**config.mk**
```make
export PLATFORM = sky130hd
export DESIGN_NAME = ccp_panel
export DESIGN_NICKNAME = d
export VERILOG_FILES = /design/src/core/ccp_pkg.sv /design/src/core/ccp_panel.sv
export SDC_FILE = /design/constraint.sdc
export NUM_CORES = 2
export LEC_CHECK = 0
export BUFFER_PORTS_ARGS = -buffer_cell sky130_fd_sc_hd__buf_2
export CORE_MARGIN = 4
export CORE_UTILIZATION = 60
export CTS_BUF_LIST = sky130_fd_sc_hd__clkbuf_4 sky130_fd_sc_hd__clkbuf_8 sky130_fd_sc_hd__clkbuf_16
export DETAILED_ROUTE_END_ITERATION = 10
export GPL_ROUTABILITY_DRIVEN = 0
export PLACE_DENSITY = 0.82
export SYNTH_ARGS = -nofsm -noshare
export SYNTH_HDL_FRONTEND = slang
export SYNTH_SLANG_ARGS = --single-unit
export TNS_END_PERCENT = 30
```
**constraint.sdc**
```tcl
create_clock -name clock -period 3.55 [get_ports clock]
set_input_delay 0.5325 -clock clock [delete_from_list [all_inputs] [get_ports clock]]
set_output_delay 0.5325 -clock clock [all_outputs]
set_load 0.05 [all_outputs]
```
**src/core/ccp_pkg.sv**
```systemverilog
// Constants and carrier types for the console panel sequencer.
// Assumes one 10 MHz processor clock and a power-on reset.
package ccp_pkg;
	// ----------------------------------------------------------------
	// Timing
	// ----------------------------------------------------------------
	localparam int CLK_MHZ = 10;
	localparam int SW_SETTLE_US = 5000;
	localparam int SW_SETTLE_CYC = SW_SETTLE_US * CLK_MHZ;
	localparam int BLINK_HALF_MS = 250;
	localparam int BLINK_HALF_CYC = BLINK_HALF_MS * 1000 * CLK_MHZ;
	localparam int CNT_W = 22;
	localparam int WORD_W = 16;

	// ----------------------------------------------------------------
	// Switch vector layout
	// ----------------------------------------------------------------
	localparam int SW_SENSE = 0;
	localparam int SW_ENTRY = 3;
	localparam int SW_VCLR = 19;
	localparam int SW_SHOW = 20;
	localparam int SW_DEP = 21;
	localparam int SW_START = 22;
	localparam int SW_LOAD = 23;
	localparam int SW_MODE = 24;
	localparam int SW_VIEW = 25;
	localparam int SW_FSET = 30;
	localparam int SW_FCLR = 34;
	localparam int SW_FINC = 35;
	localparam int SW_N = 36;

	// ----------------------------------------------------------------
	// Status word, register file, reset values
	// ----------------------------------------------------------------
	localparam int STAT_OVF_BIT = 8;
	localparam logic [3:0] SEL_ZEROS = 4'hb;
	localparam logic [3:0] SEL_ONES = 4'hc;
	localparam logic [3:0] SEL_RST = 4'h0;
	localparam logic [15:0] DISP_RST = 16'h0000;
	localparam logic [2:0] FLAG_RST = 3'h0;

	// ----------------------------------------------------------------
	// Loader selection codes and images
	// ----------------------------------------------------------------
	localparam logic [15:0] BOOT_TAPE_LO = 16'h0000;
	localparam logic [15:0] BOOT_TAPE_HI = 16'h0001;
	localparam logic [15:0] BOOT_DISC_A = 16'h0002;
	localparam logic [15:0] BOOT_DISC_B = 16'h0003;
	localparam logic [15:0] TAPE_BASE = 16'h0080;
	localparam logic [5:0] TAPE_LAST = 6'h0f;
	localparam logic [15:0] DISC_A_BASE = 16'h0258;
	localparam logic [5:0] DISC_A_LAST = 6'h1f;
	localparam logic [15:0] DISC_B_BASE = 16'h0258;
	localparam logic [5:0] DISC_B_LAST = 6'h1f;

	// Display selection, one-hot
	typedef enum logic [4:0] {
		VIEW_P = 5'h01,
		VIEW_I = 5'h02,
		VIEW_MEM = 5'h04,
		VIEW_STAT = 5'h08,
		VIEW_REG = 5'h10
	} ccp_view_e;

	// Sequencer states, one-hot
	typedef enum logic [5:0] {
		ST_IDLE = 6'h01,
		ST_SHOW = 6'h02,
		ST_DEP = 6'h04,
		ST_FETCH = 6'h08,
		ST_EXEC = 6'h10,
		ST_BOOT = 6'h20
	} ccp_state_e;

	// Memory request towards the processor memory control
	typedef struct packed {
		logic req;
		logic we;
		logic [15:0] addr;
		logic [15:0] wdata;
	} ccp_mem_s;
endpackage

```
**src/core/ccp_panel.sv**
```systemverilog
// Console panel sequencer: switches, indicators, manual memory access,
// single stepping and loader copy-in.
// Assumes switches are raw bouncy levels, processor ports share clock.
`timescale 1ns/1ps
module ccp_panel #(
	parameter int SETTLE_CYCLES = ccp_pkg::SW_SETTLE_CYC,
	parameter int BLINK_CYCLES = ccp_pkg::BLINK_HALF_CYC
) (
	input wire logic clock,
	input wire logic reset_n,
	input wire logic [2:0] sense_sw,
	input wire logic [15:0] entry_sw,
	input wire logic view_clear_switch,
	input wire logic show_switch,
	input wire logic deposit_sw,
	input wire logic start_sw,
	input wire logic load_sw,
	input wire logic step_run_sw,
	input wire logic [4:0] view_sw,
	input wire logic [3:0] sel_set_sw,
	input wire logic sel_clear_sw,
	input wire logic sel_incr_sw,
	input wire logic line_recovery,
	input wire logic cpu_halted,
	input wire logic [15:0] status_in,
	input wire logic overflow,
	input wire logic [2:0] flag_test,
	input wire logic flag_test_req,
	output logic flag_test_met,
	input wire logic [15:0] general_register_zero,
	output logic [3:0] gr_sel,
	input wire logic [15:0] gr_rdata,
	output logic gr_we,
	output logic [15:0] gr_wdata,
	output ccp_pkg::ccp_mem_s mem_bus,
	input wire logic mem_ack,
	input wire logic [15:0] mem_rdata,
	output logic [7:0] prom_addr,
	input wire logic [15:0] prom_rdata,
	output logic exec_req,
	output logic [15:0] exec_instr,
	input wire logic exec_done,
	input wire logic [15:0] exec_next_pc,
	output logic cpu_run,
	output logic [15:0] display_lamps,
	output logic [2:0] sense_lamps,
	output logic [4:0] view_lamps,
	output logic [3:0] sel_lamps,
	output logic run_lamp,
	output logic step_lamp
);
	// ----------------------------------------------------------------
	// Switch conditioning
	// ----------------------------------------------------------------
	logic [ccp_pkg::SW_N-1:0] sw_raw;
	logic [ccp_pkg::SW_N-1:0] press;
	assign sw_raw = {sel_incr_sw, sel_clear_sw, sel_set_sw, view_sw, step_run_sw, load_sw,
		start_sw, deposit_sw, show_switch, view_clear_switch, entry_sw, sense_sw};

	// Two-flop sync, then a settle counter; a press fires on the settled rise
	for (genvar g = 0; g < ccp_pkg::SW_N; g++) begin : g_sw
		logic s1_r, s2_r, stable_r, press_r;
		logic [ccp_pkg::CNT_W-1:0] cnt_r;
		always_ff @(posedge clock or negedge reset_n) begin
			if (!reset_n) begin
				s1_r <= 1'b0;
				s2_r <= 1'b0;
				stable_r <= 1'b0;
				press_r <= 1'b0;
				cnt_r <= '0;
			end else begin
				s1_r <= sw_raw[g];
				s2_r <= s1_r;
				press_r <= 1'b0;
				if (s2_r == stable_r) begin
					cnt_r <= '0;
				end else if (cnt_r == ccp_pkg::CNT_W'(SETTLE_CYCLES - 1)) begin
					cnt_r <= '0;
					stable_r <= s2_r;
					press_r <= s2_r;
				end else begin
					cnt_r <= cnt_r + 1'b1;
				end
			end
		end
		assign press[g] = press_r;
	end

	// ----------------------------------------------------------------
	// Mode and power-up state
	// ----------------------------------------------------------------
	ccp_pkg::ccp_state_e state_r;
	logic run_r, blink_wait_r, blink_ph_r, rec1_r, rec2_r;
	logic [1:0] init_r;
	logic [ccp_pkg::CNT_W-1:0] blink_cnt_r;
	logic manual_ok, idle, boot_ok, boot_last;
	logic [15:0] boot_base;
	logic [5:0] boot_end, boot_idx_r;
	logic [1:0] boot_code_r;

	assign idle = (state_r == ccp_pkg::ST_IDLE);
	assign manual_ok = (!run_r || cpu_halted) && idle;
	assign boot_ok = general_register_zero[15:2] == 14'h0000;

	// Recovery level is caught by clocks after reset, never by the reset itself
	always_ff @(posedge clock or negedge reset_n) begin
		if (!reset_n) begin
			rec1_r <= 1'b0;
			rec2_r <= 1'b0;
			init_r <= 2'h0;
		end else begin
			rec1_r <= line_recovery;
			rec2_r <= rec1_r;
			if (init_r != 2'h3) begin
				init_r <= init_r + 2'h1;
			end
		end
	end

	// Step/run mode with the pre-boot blinking wait
	always_ff @(posedge clock or negedge reset_n) begin
		if (!reset_n) begin
			run_r <= 1'b0;
			blink_wait_r <= 1'b0;
		end else if (init_r == 2'h2) begin
			run_r <= rec2_r;
		end else if (press[ccp_pkg::SW_MODE] && state_r != ccp_pkg::ST_BOOT) begin
			run_r <= !run_r;
			blink_wait_r <= !run_r;
		end else if (press[ccp_pkg::SW_LOAD] && blink_wait_r && boot_ok && idle) begin
			blink_wait_r <= 1'b0;
		end
	end

	// Blink divider; only a slow enable, the clock stays single
	always_ff @(posedge clock or negedge reset_n) begin
		if (!reset_n) begin
			blink_cnt_r <= '0;
			blink_ph_r <= 1'b0;
		end else if (blink_cnt_r == ccp_pkg::CNT_W'(BLINK_CYCLES - 1)) begin
			blink_cnt_r <= '0;
			blink_ph_r <= !blink_ph_r;
		end else begin
			blink_cnt_r <= blink_cnt_r + 1'b1;
		end
	end

	// ----------------------------------------------------------------
	// Flags, view selection, register select code
	// ----------------------------------------------------------------
	logic [2:0] sense_r;
	ccp_pkg::ccp_view_e view_r;
	logic [3:0] sel_r;

	always_ff @(posedge clock or negedge reset_n) begin
		if (!reset_n) begin
			sense_r <= ccp_pkg::FLAG_RST;
		end else begin
			sense_r <= sense_r ^ press[ccp_pkg::SW_SENSE +: 3];
		end
	end

	// Flag test for conditional jumps and executes
	assign flag_test_met = flag_test_req && ((sense_r & flag_test) != 3'h0);

	// New view cancels the old one; lowest pressed switch wins
	always_ff @(posedge clock or negedge reset_n) begin
		if (!reset_n) begin
			view_r <= ccp_pkg::VIEW_P;
		end else if (press[ccp_pkg::SW_VIEW]) begin
			view_r <= ccp_pkg::VIEW_P;
		end else if (press[ccp_pkg::SW_VIEW + 1]) begin
			view_r <= ccp_pkg::VIEW_I;
		end else if (press[ccp_pkg::SW_VIEW + 2]) begin
			view_r <= ccp_pkg::VIEW_MEM;
		end else if (press[ccp_pkg::SW_VIEW + 3]) begin
			view_r <= ccp_pkg::VIEW_STAT;
		end else if (press[ccp_pkg::SW_VIEW + 4]) begin
			view_r <= ccp_pkg::VIEW_REG;
		end
	end

	// Select code: bits set by their switches, clear, or step up
	always_ff @(posedge clock or negedge reset_n) begin
		if (!reset_n) begin
			sel_r <= ccp_pkg::SEL_RST;
		end else if (press[ccp_pkg::SW_FCLR]) begin
			sel_r <= ccp_pkg::SEL_RST;
		end else if (press[ccp_pkg::SW_FINC]) begin
			sel_r <= sel_r + 4'h1;
		end else begin
			sel_r <= sel_r | press[ccp_pkg::SW_FSET +: 4];
		end
	end
	assign gr_sel = sel_r;

	// ----------------------------------------------------------------
	// Display register and register entry
	// ----------------------------------------------------------------
	logic [15:0] disp_r, ir_r, pc_r, status_word, shown, entered;
	logic entry_hit, mem_done;

	assign status_word = {status_in[15:9], overflow, status_in[7:1], 1'b0};
	assign entry_hit = manual_ok && (press[ccp_pkg::SW_VCLR] ||
		(press[ccp_pkg::SW_ENTRY +: 16] != 16'h0000));
	assign mem_done = mem_bus.req && mem_ack;

	// What the indicators currently show
	always_comb begin
		if (view_r == ccp_pkg::VIEW_I) begin
			shown = ir_r;
		end else if (view_r == ccp_pkg::VIEW_P) begin
			shown = pc_r;
		end else if (view_r == ccp_pkg::VIEW_REG) begin
			shown = gr_rdata;
		end else if (view_r == ccp_pkg::VIEW_STAT) begin
			shown = status_word;
		end else begin
			shown = disp_r;
		end
	end

	// Entry only ever sets bits; clearing needs the view-clear switch
	assign entered = press[ccp_pkg::SW_VCLR] ? 16'h0000 :
		(shown | press[ccp_pkg::SW_ENTRY +: 16]);

	always_ff @(posedge clock or negedge reset_n) begin
		if (!reset_n) begin
			disp_r <= ccp_pkg::DISP_RST;
		end else if (state_r == ccp_pkg::ST_SHOW && mem_done) begin
			disp_r <= mem_rdata;
		end else if (entry_hit && view_r != ccp_pkg::VIEW_STAT) begin
			disp_r <= entered;
		end
	end

	// Register file write; the fixed all-zero and all-one slots refuse it
	always_ff @(posedge clock or negedge reset_n) begin
		if (!reset_n) begin
			gr_we <= 1'b0;
			gr_wdata <= 16'h0000;
		end else begin
			gr_we <= entry_hit && view_r == ccp_pkg::VIEW_REG &&
				sel_r != ccp_pkg::SEL_ZEROS && sel_r != ccp_pkg::SEL_ONES;
			gr_wdata <= entered;
		end
	end

	// ----------------------------------------------------------------
	// Sequencer: memory examine/deposit, stepping, loader copy
	// ----------------------------------------------------------------
	always_comb begin
		case (boot_code_r)
			2'h2: begin
				boot_base = ccp_pkg::DISC_A_BASE;
				boot_end = ccp_pkg::DISC_A_LAST;
			end
			2'h3: begin
				boot_base = ccp_pkg::DISC_B_BASE;
				boot_end = ccp_pkg::DISC_B_LAST;
			end
			default: begin
				boot_base = ccp_pkg::TAPE_BASE;
				boot_end = ccp_pkg::TAPE_LAST;
			end
		endcase
	end
	assign boot_last = boot_idx_r == boot_end;
	assign prom_addr = {boot_code_r, boot_idx_r};

	always_ff @(posedge clock or negedge reset_n) begin
		if (!reset_n) begin
			state_r <= ccp_pkg::ST_IDLE;
			mem_bus <= '0;
			exec_req <= 1'b0;
			boot_idx_r <= 6'h00;
			boot_code_r <= 2'h0;
		end else begin
			case (state_r)
				ccp_pkg::ST_IDLE: begin
					if (press[ccp_pkg::SW_LOAD] && blink_wait_r && boot_ok) begin
						boot_code_r <= general_register_zero[1:0];
						boot_idx_r <= 6'h00;
						state_r <= ccp_pkg::ST_BOOT;
					end else if (manual_ok && view_r == ccp_pkg::VIEW_MEM &&
						press[ccp_pkg::SW_SHOW]) begin
						mem_bus <= '{req: 1'b1, we: 1'b0, addr: pc_r, wdata: 16'h0000};
						state_r <= ccp_pkg::ST_SHOW;
					end else if (manual_ok && view_r == ccp_pkg::VIEW_MEM &&
						press[ccp_pkg::SW_DEP]) begin
						mem_bus <= '{req: 1'b1, we: 1'b1, addr: pc_r, wdata: disp_r};
						state_r <= ccp_pkg::ST_DEP;
					end else if (!run_r && press[ccp_pkg::SW_START]) begin
						if (ir_r == 16'h0000) begin
							mem_bus <= '{req: 1'b1, we: 1'b0, addr: pc_r, wdata: 16'h0000};
							state_r <= ccp_pkg::ST_FETCH;
						end else begin
							exec_req <= 1'b1;
							state_r <= ccp_pkg::ST_EXEC;
						end
					end
				end
				ccp_pkg::ST_SHOW, ccp_pkg::ST_DEP, ccp_pkg::ST_FETCH: begin
					if (mem_ack) begin
						mem_bus <= '0;
						state_r <= ccp_pkg::ST_IDLE;
					end
				end
				ccp_pkg::ST_EXEC: begin
					if (exec_done) begin
						exec_req <= 1'b0;
						mem_bus <= '{req: 1'b1, we: 1'b0, addr: exec_next_pc, wdata: 16'h0000};
						state_r <= ccp_pkg::ST_FETCH;
					end
				end
				ccp_pkg::ST_BOOT: begin
					if (!mem_bus.req) begin
						mem_bus <= '{req: 1'b1, we: 1'b1, addr: boot_base + {10'h000, boot_idx_r},
							wdata: prom_rdata};
					end else if (mem_ack) begin
						mem_bus <= '0;
						boot_idx_r <= boot_idx_r + 6'h01;
						if (boot_last) begin
							state_r <= ccp_pkg::ST_IDLE;
						end
					end
				end
				default: state_r <= ccp_pkg::ST_IDLE;
			endcase
		end
	end
	assign exec_instr = ir_r;

	// Program counter: entry, auto increment, step result, loader entry point
	always_ff @(posedge clock or negedge reset_n) begin
		if (!reset_n) begin
			pc_r <= 16'h0000;
		end else if (state_r == ccp_pkg::ST_BOOT && mem_ack && mem_bus.req && boot_last) begin
			pc_r <= boot_base;
		end else if (mem_done && !(state_r == ccp_pkg::ST_BOOT)) begin
			pc_r <= mem_bus.addr + 16'h0001;
		end else if (entry_hit && view_r == ccp_pkg::VIEW_P) begin
			pc_r <= entered;
		end
	end

	// Instruction register: entry or fetched word
	always_ff @(posedge clock or negedge reset_n) begin
		if (!reset_n) begin
			ir_r <= 16'h0000;
		end else if (state_r == ccp_pkg::ST_FETCH && mem_ack) begin
			ir_r <= mem_rdata;
		end else if (entry_hit && view_r == ccp_pkg::VIEW_I) begin
			ir_r <= entered;
		end
	end

	// ----------------------------------------------------------------
	// Indicators
	// ----------------------------------------------------------------
	assign display_lamps = shown;
	assign sense_lamps = sense_r;
	assign view_lamps = view_r;
	assign sel_lamps = sel_r;
	assign run_lamp = run_r && (!blink_wait_r || blink_ph_r);
	assign step_lamp = !run_r;
	assign cpu_run = run_r && !blink_wait_r && state_r != ccp_pkg::ST_BOOT;
endmodule // ccp_panel

```
==> results by group <==
Status
  – Run status: finished, final reports clean

Route
  – Top layer in use: met5
  – Vias post-DR: 38520
  – Routed len/inst: 18.07 microns
  – Final wirelength: 120200 microns
  – First-pass DRT Iterations: 8
  – DRT iter0 DRCs: 3411
  – Vias per inst: 5.791
  – Met3 wire len: 9967 microns
  – Detail Route Antenna Nets: 0
  – Drc violations: 0
  – Wl on met1: 50190 microns
  – Routed wl met2: 55660 microns

Cells and area
  – Final cell count without fillers: 6652
  – Area grow syn2layout: 14.21%
  – Fraction of layout cells with a size suffix above 1: 11.28%
  – Util after Layout: 69.24%
  – Design area: 0.05804 sq mm
  – Final net count: 5600

STA
  – Clk_skew: 0.02890 ns
  – Max_slew headroom: 43.79%
  – Minimum clock period: 3.434 ns
  – Worst-Margin Slew: 0.8405 ns
  – F_max: 0.2912 GHz
  – Setup TNS: 0 ns
  – Fin crit share: 96.73%
  – Final hold violations: 0
  – RSZ-0062 raised after global routing: no
  – Max Slew Vio Count: 0
  – Final setup violation count: 0

Placed design
  – HPWL Detailed: 84570 microns
  – Placement Cell Area: 0.05356 sq mm
  – Inst Count DP: 6394
  – Port-buffer cells: 252

Logic synthesis
  – Seq/Total Area, Yosys: 53.73%
  – Syn_nets: 5268
  – Synth warn: 0
  – Synthesized area per cell: 10.01 sq um
  – Syn Inst Count: 5079
  – FFs w/ async S/R, synth: 100.0%
  – #FFs+latches synth: 1091
  – Top_reg_cell synth: dfrtp_1
  – Synth cell types: 78
  – EDFF count, synth: 0
  – Post-synthesis instance area: 0.05082 sq mm

Pwr
  – Maximum VDD drop: 0.4927 mV
  – PwrDens: 459.3 mW/mm^2
  – Static leakage: 25.11 nW
  – Tot Pwr: 26.66 mW

Floorplan
  – Die Y: 299.0 microns
  – I/O pin cnt: 255
  – DIE AREA: 0.08941 sq mm
  – Core area: 0.08382 sq mm
  – Cell row count: 106
  – Die width: 299.0 microns
  – Initial Util: 60.63%

Clock tree
  – CTS tree: built
  – CTS Buf Count: 111
  – Post-CTS setup buffer count: 0
  – Clock Latency Late Sink: 0.69 ns
  – Clk sink count: 1091
  – Clock transition at path regs: 0.06 ns
  – Clk root buf: clkbuf_16
  – H-tree Lvls: 3
  – Clock Tree Buf Depth: 3

Worst setup path
  – Highest fanout seen on the critical path: 10
  – Required @ worst endpoint: 3.02 ns
  – Arr. time, crit path: 2.90 ns
  – Critical path capture point type: output pin
  – Startpoint types: flip-flop
  – Path type of the worst setup path: reg2out

GRT
  – Gr usage total: 26.85%
  – Pin count of the biggest net entering global routing: 101
  – Gr ovfl total: 0
  – Global-route wire length before repair: 196700 microns
  – Initial antenna violation count: 21
  – Vias in the first global route: 37930

Worst hold path
  – Hold Crit Class: in2reg

Job
  – Max Cap Viol: 0
what timing repair did:
action | in CTS | in global routing
setup endpoints to repair | 8 | 5
gates resized for setup | 5 | 4
hold endpoints to repair | 85 | 0
gates cloned | 0 | 0
hold buffers | 38 | 0
kinds of logic (layout without fill, tap and decap cells):
logic type,count (synthesis),after routing,synth area share (%)
and+or+nand+nor,2474,2474,23.51
DFF,1091,1091,53.73
xor gates and xnor gates,733,733,12.63
AOI/OAI and AO/OA,397,397,5.158
buffers and inverters,265,693,2.073
muxes,73,73,1.746
adders and majority gates,46,46,1.147
other,0,11,0
synthesized netlist by cell type (all sizes together) (19+ instances only):
library cell | count | area share, %
dfrtp | 1089 | 54
nor4 | 167 | 2.1
nand2b | 26 | 0.32
a21oi | 97 | 0.96
and4 | 19 | 0.33
xor2 | 273 | 4.7
nor3 | 125 | 1.2
and3 | 149 | 1.8
or3 | 92 | 1.1
ha | 45 | 1.1
a22oi | 34 | 0.50
mux2 | 62 | 1.5
inv | 141 | 1.0
a22o | 27 | 0.47
clkbuf | 106 | 0.79
nand2 | 340 | 2.5
o21ai | 125 | 1.2
xnor2 | 460 | 7.9
nor2 | 989 | 7.3
nor2b | 23 | 0.28
nor3b | 39 | 0.62
nand3 | 286 | 2.8
nand4 | 145 | 1.8
and4b | 19 | 0.37
stage by stage:
step | worst slack [ns] | hold WS (ns)
finish | 0.1162 | 0.07918
global route | 0.03172 | 0.06973
CTS | 0.03804 | 0.04389
detailed placement | 0.6143 | 0.3363
global placement | 0.6362 | 0.3327
floorplan | 0.2697 | 0.2369
layer usage:
layer,vias up,global-route usage (%)
met5,-,0
met4,8,9.497
met3,260,6.750
met2,1114,42.50
met1,19000,36.45
li1,18140,-
worst max-delay path, stage by stage (launching register included):
cell and delay (ns):
dfrtp_2 0.48, or3_4 0.47, nor2_2 0.22, a2bb2oi_1 0.23
nor2b_1 0.14, o21ba_2 0.16, a21oi_1 0.26, buf_4 0.26
flip-flops by register name, summed over array words and instances, names as in the netlist, 22 cells and up:
signal / count
g_sw.cnt_r: 792
g_sw.s1_r: 36
g_sw.press_r: 36
mem_bus: 34
blink_cnt_r: 22
g_sw.s2_r: 36
g_sw.stable_r: 36
path summary, 6_finish.rpt:
check / endpoint / from / depth (start not counted) / slack [ns]
max: display_lamps[9] / view_lamps[1] / 7 / 0.12
min: boot_code_r[0] / general_register_zero[0] / 2 / 0.08
max reg2reg: mem_bus[15] / exec_instr[3] / 7 / 0.66
min reg2reg: g_sw[35].s2_r / g_sw[35].s1_r / 0 / 0.35
max in group asynchronous: g_sw[21].press_r / reset_n / 4 / 2.03
min in group asynchronous: g_sw[31].cnt_r[12] / reset_n / 2 / 0.47
layout by cell type (no fill, tap or decap), drive strengths merged, types with 23 or more instances in the layout:
cell type	instances
dfrtp	1089
nor2	989
xnor2	460
nand2	340
buf	304
nand3	286
xor2	273
nor4	167
and3	149
inv	146
nand4	145
clkbuf	144
nor3	125
o21ai	125
a21oi	97
or3	92
mux2	62
ha	45
nor3b	39
dlygate4sd3	38
a22oi	34
clkinv	31
a22o	27
nand2b	26
nor2b	23
final cells by class:
cell class	instances	area [sq um]
Tap cell	1134	1419
Antenna cell	11	27.53
Clock inverter	65	872.1
Fill cell	6198	25780
Multi-Input combinational cell	3723	22500
Sequential cell	1091	27300
Timing Repair Buffer	342	2212
Inverter	142	533.0
Clock buffer	144	3167
report_power, final:
part	internal [mW]	total (mW)	switching [mW]	leakage (nW)
logic	0.369	1.19	0.819	8.34
clock network	7.57	12.6	5.02	1.98
registers	12.6	12.9	0.229	14.8
total	20.6	26.7	6.07	25.1
Power figures use the tool's default switching activity.
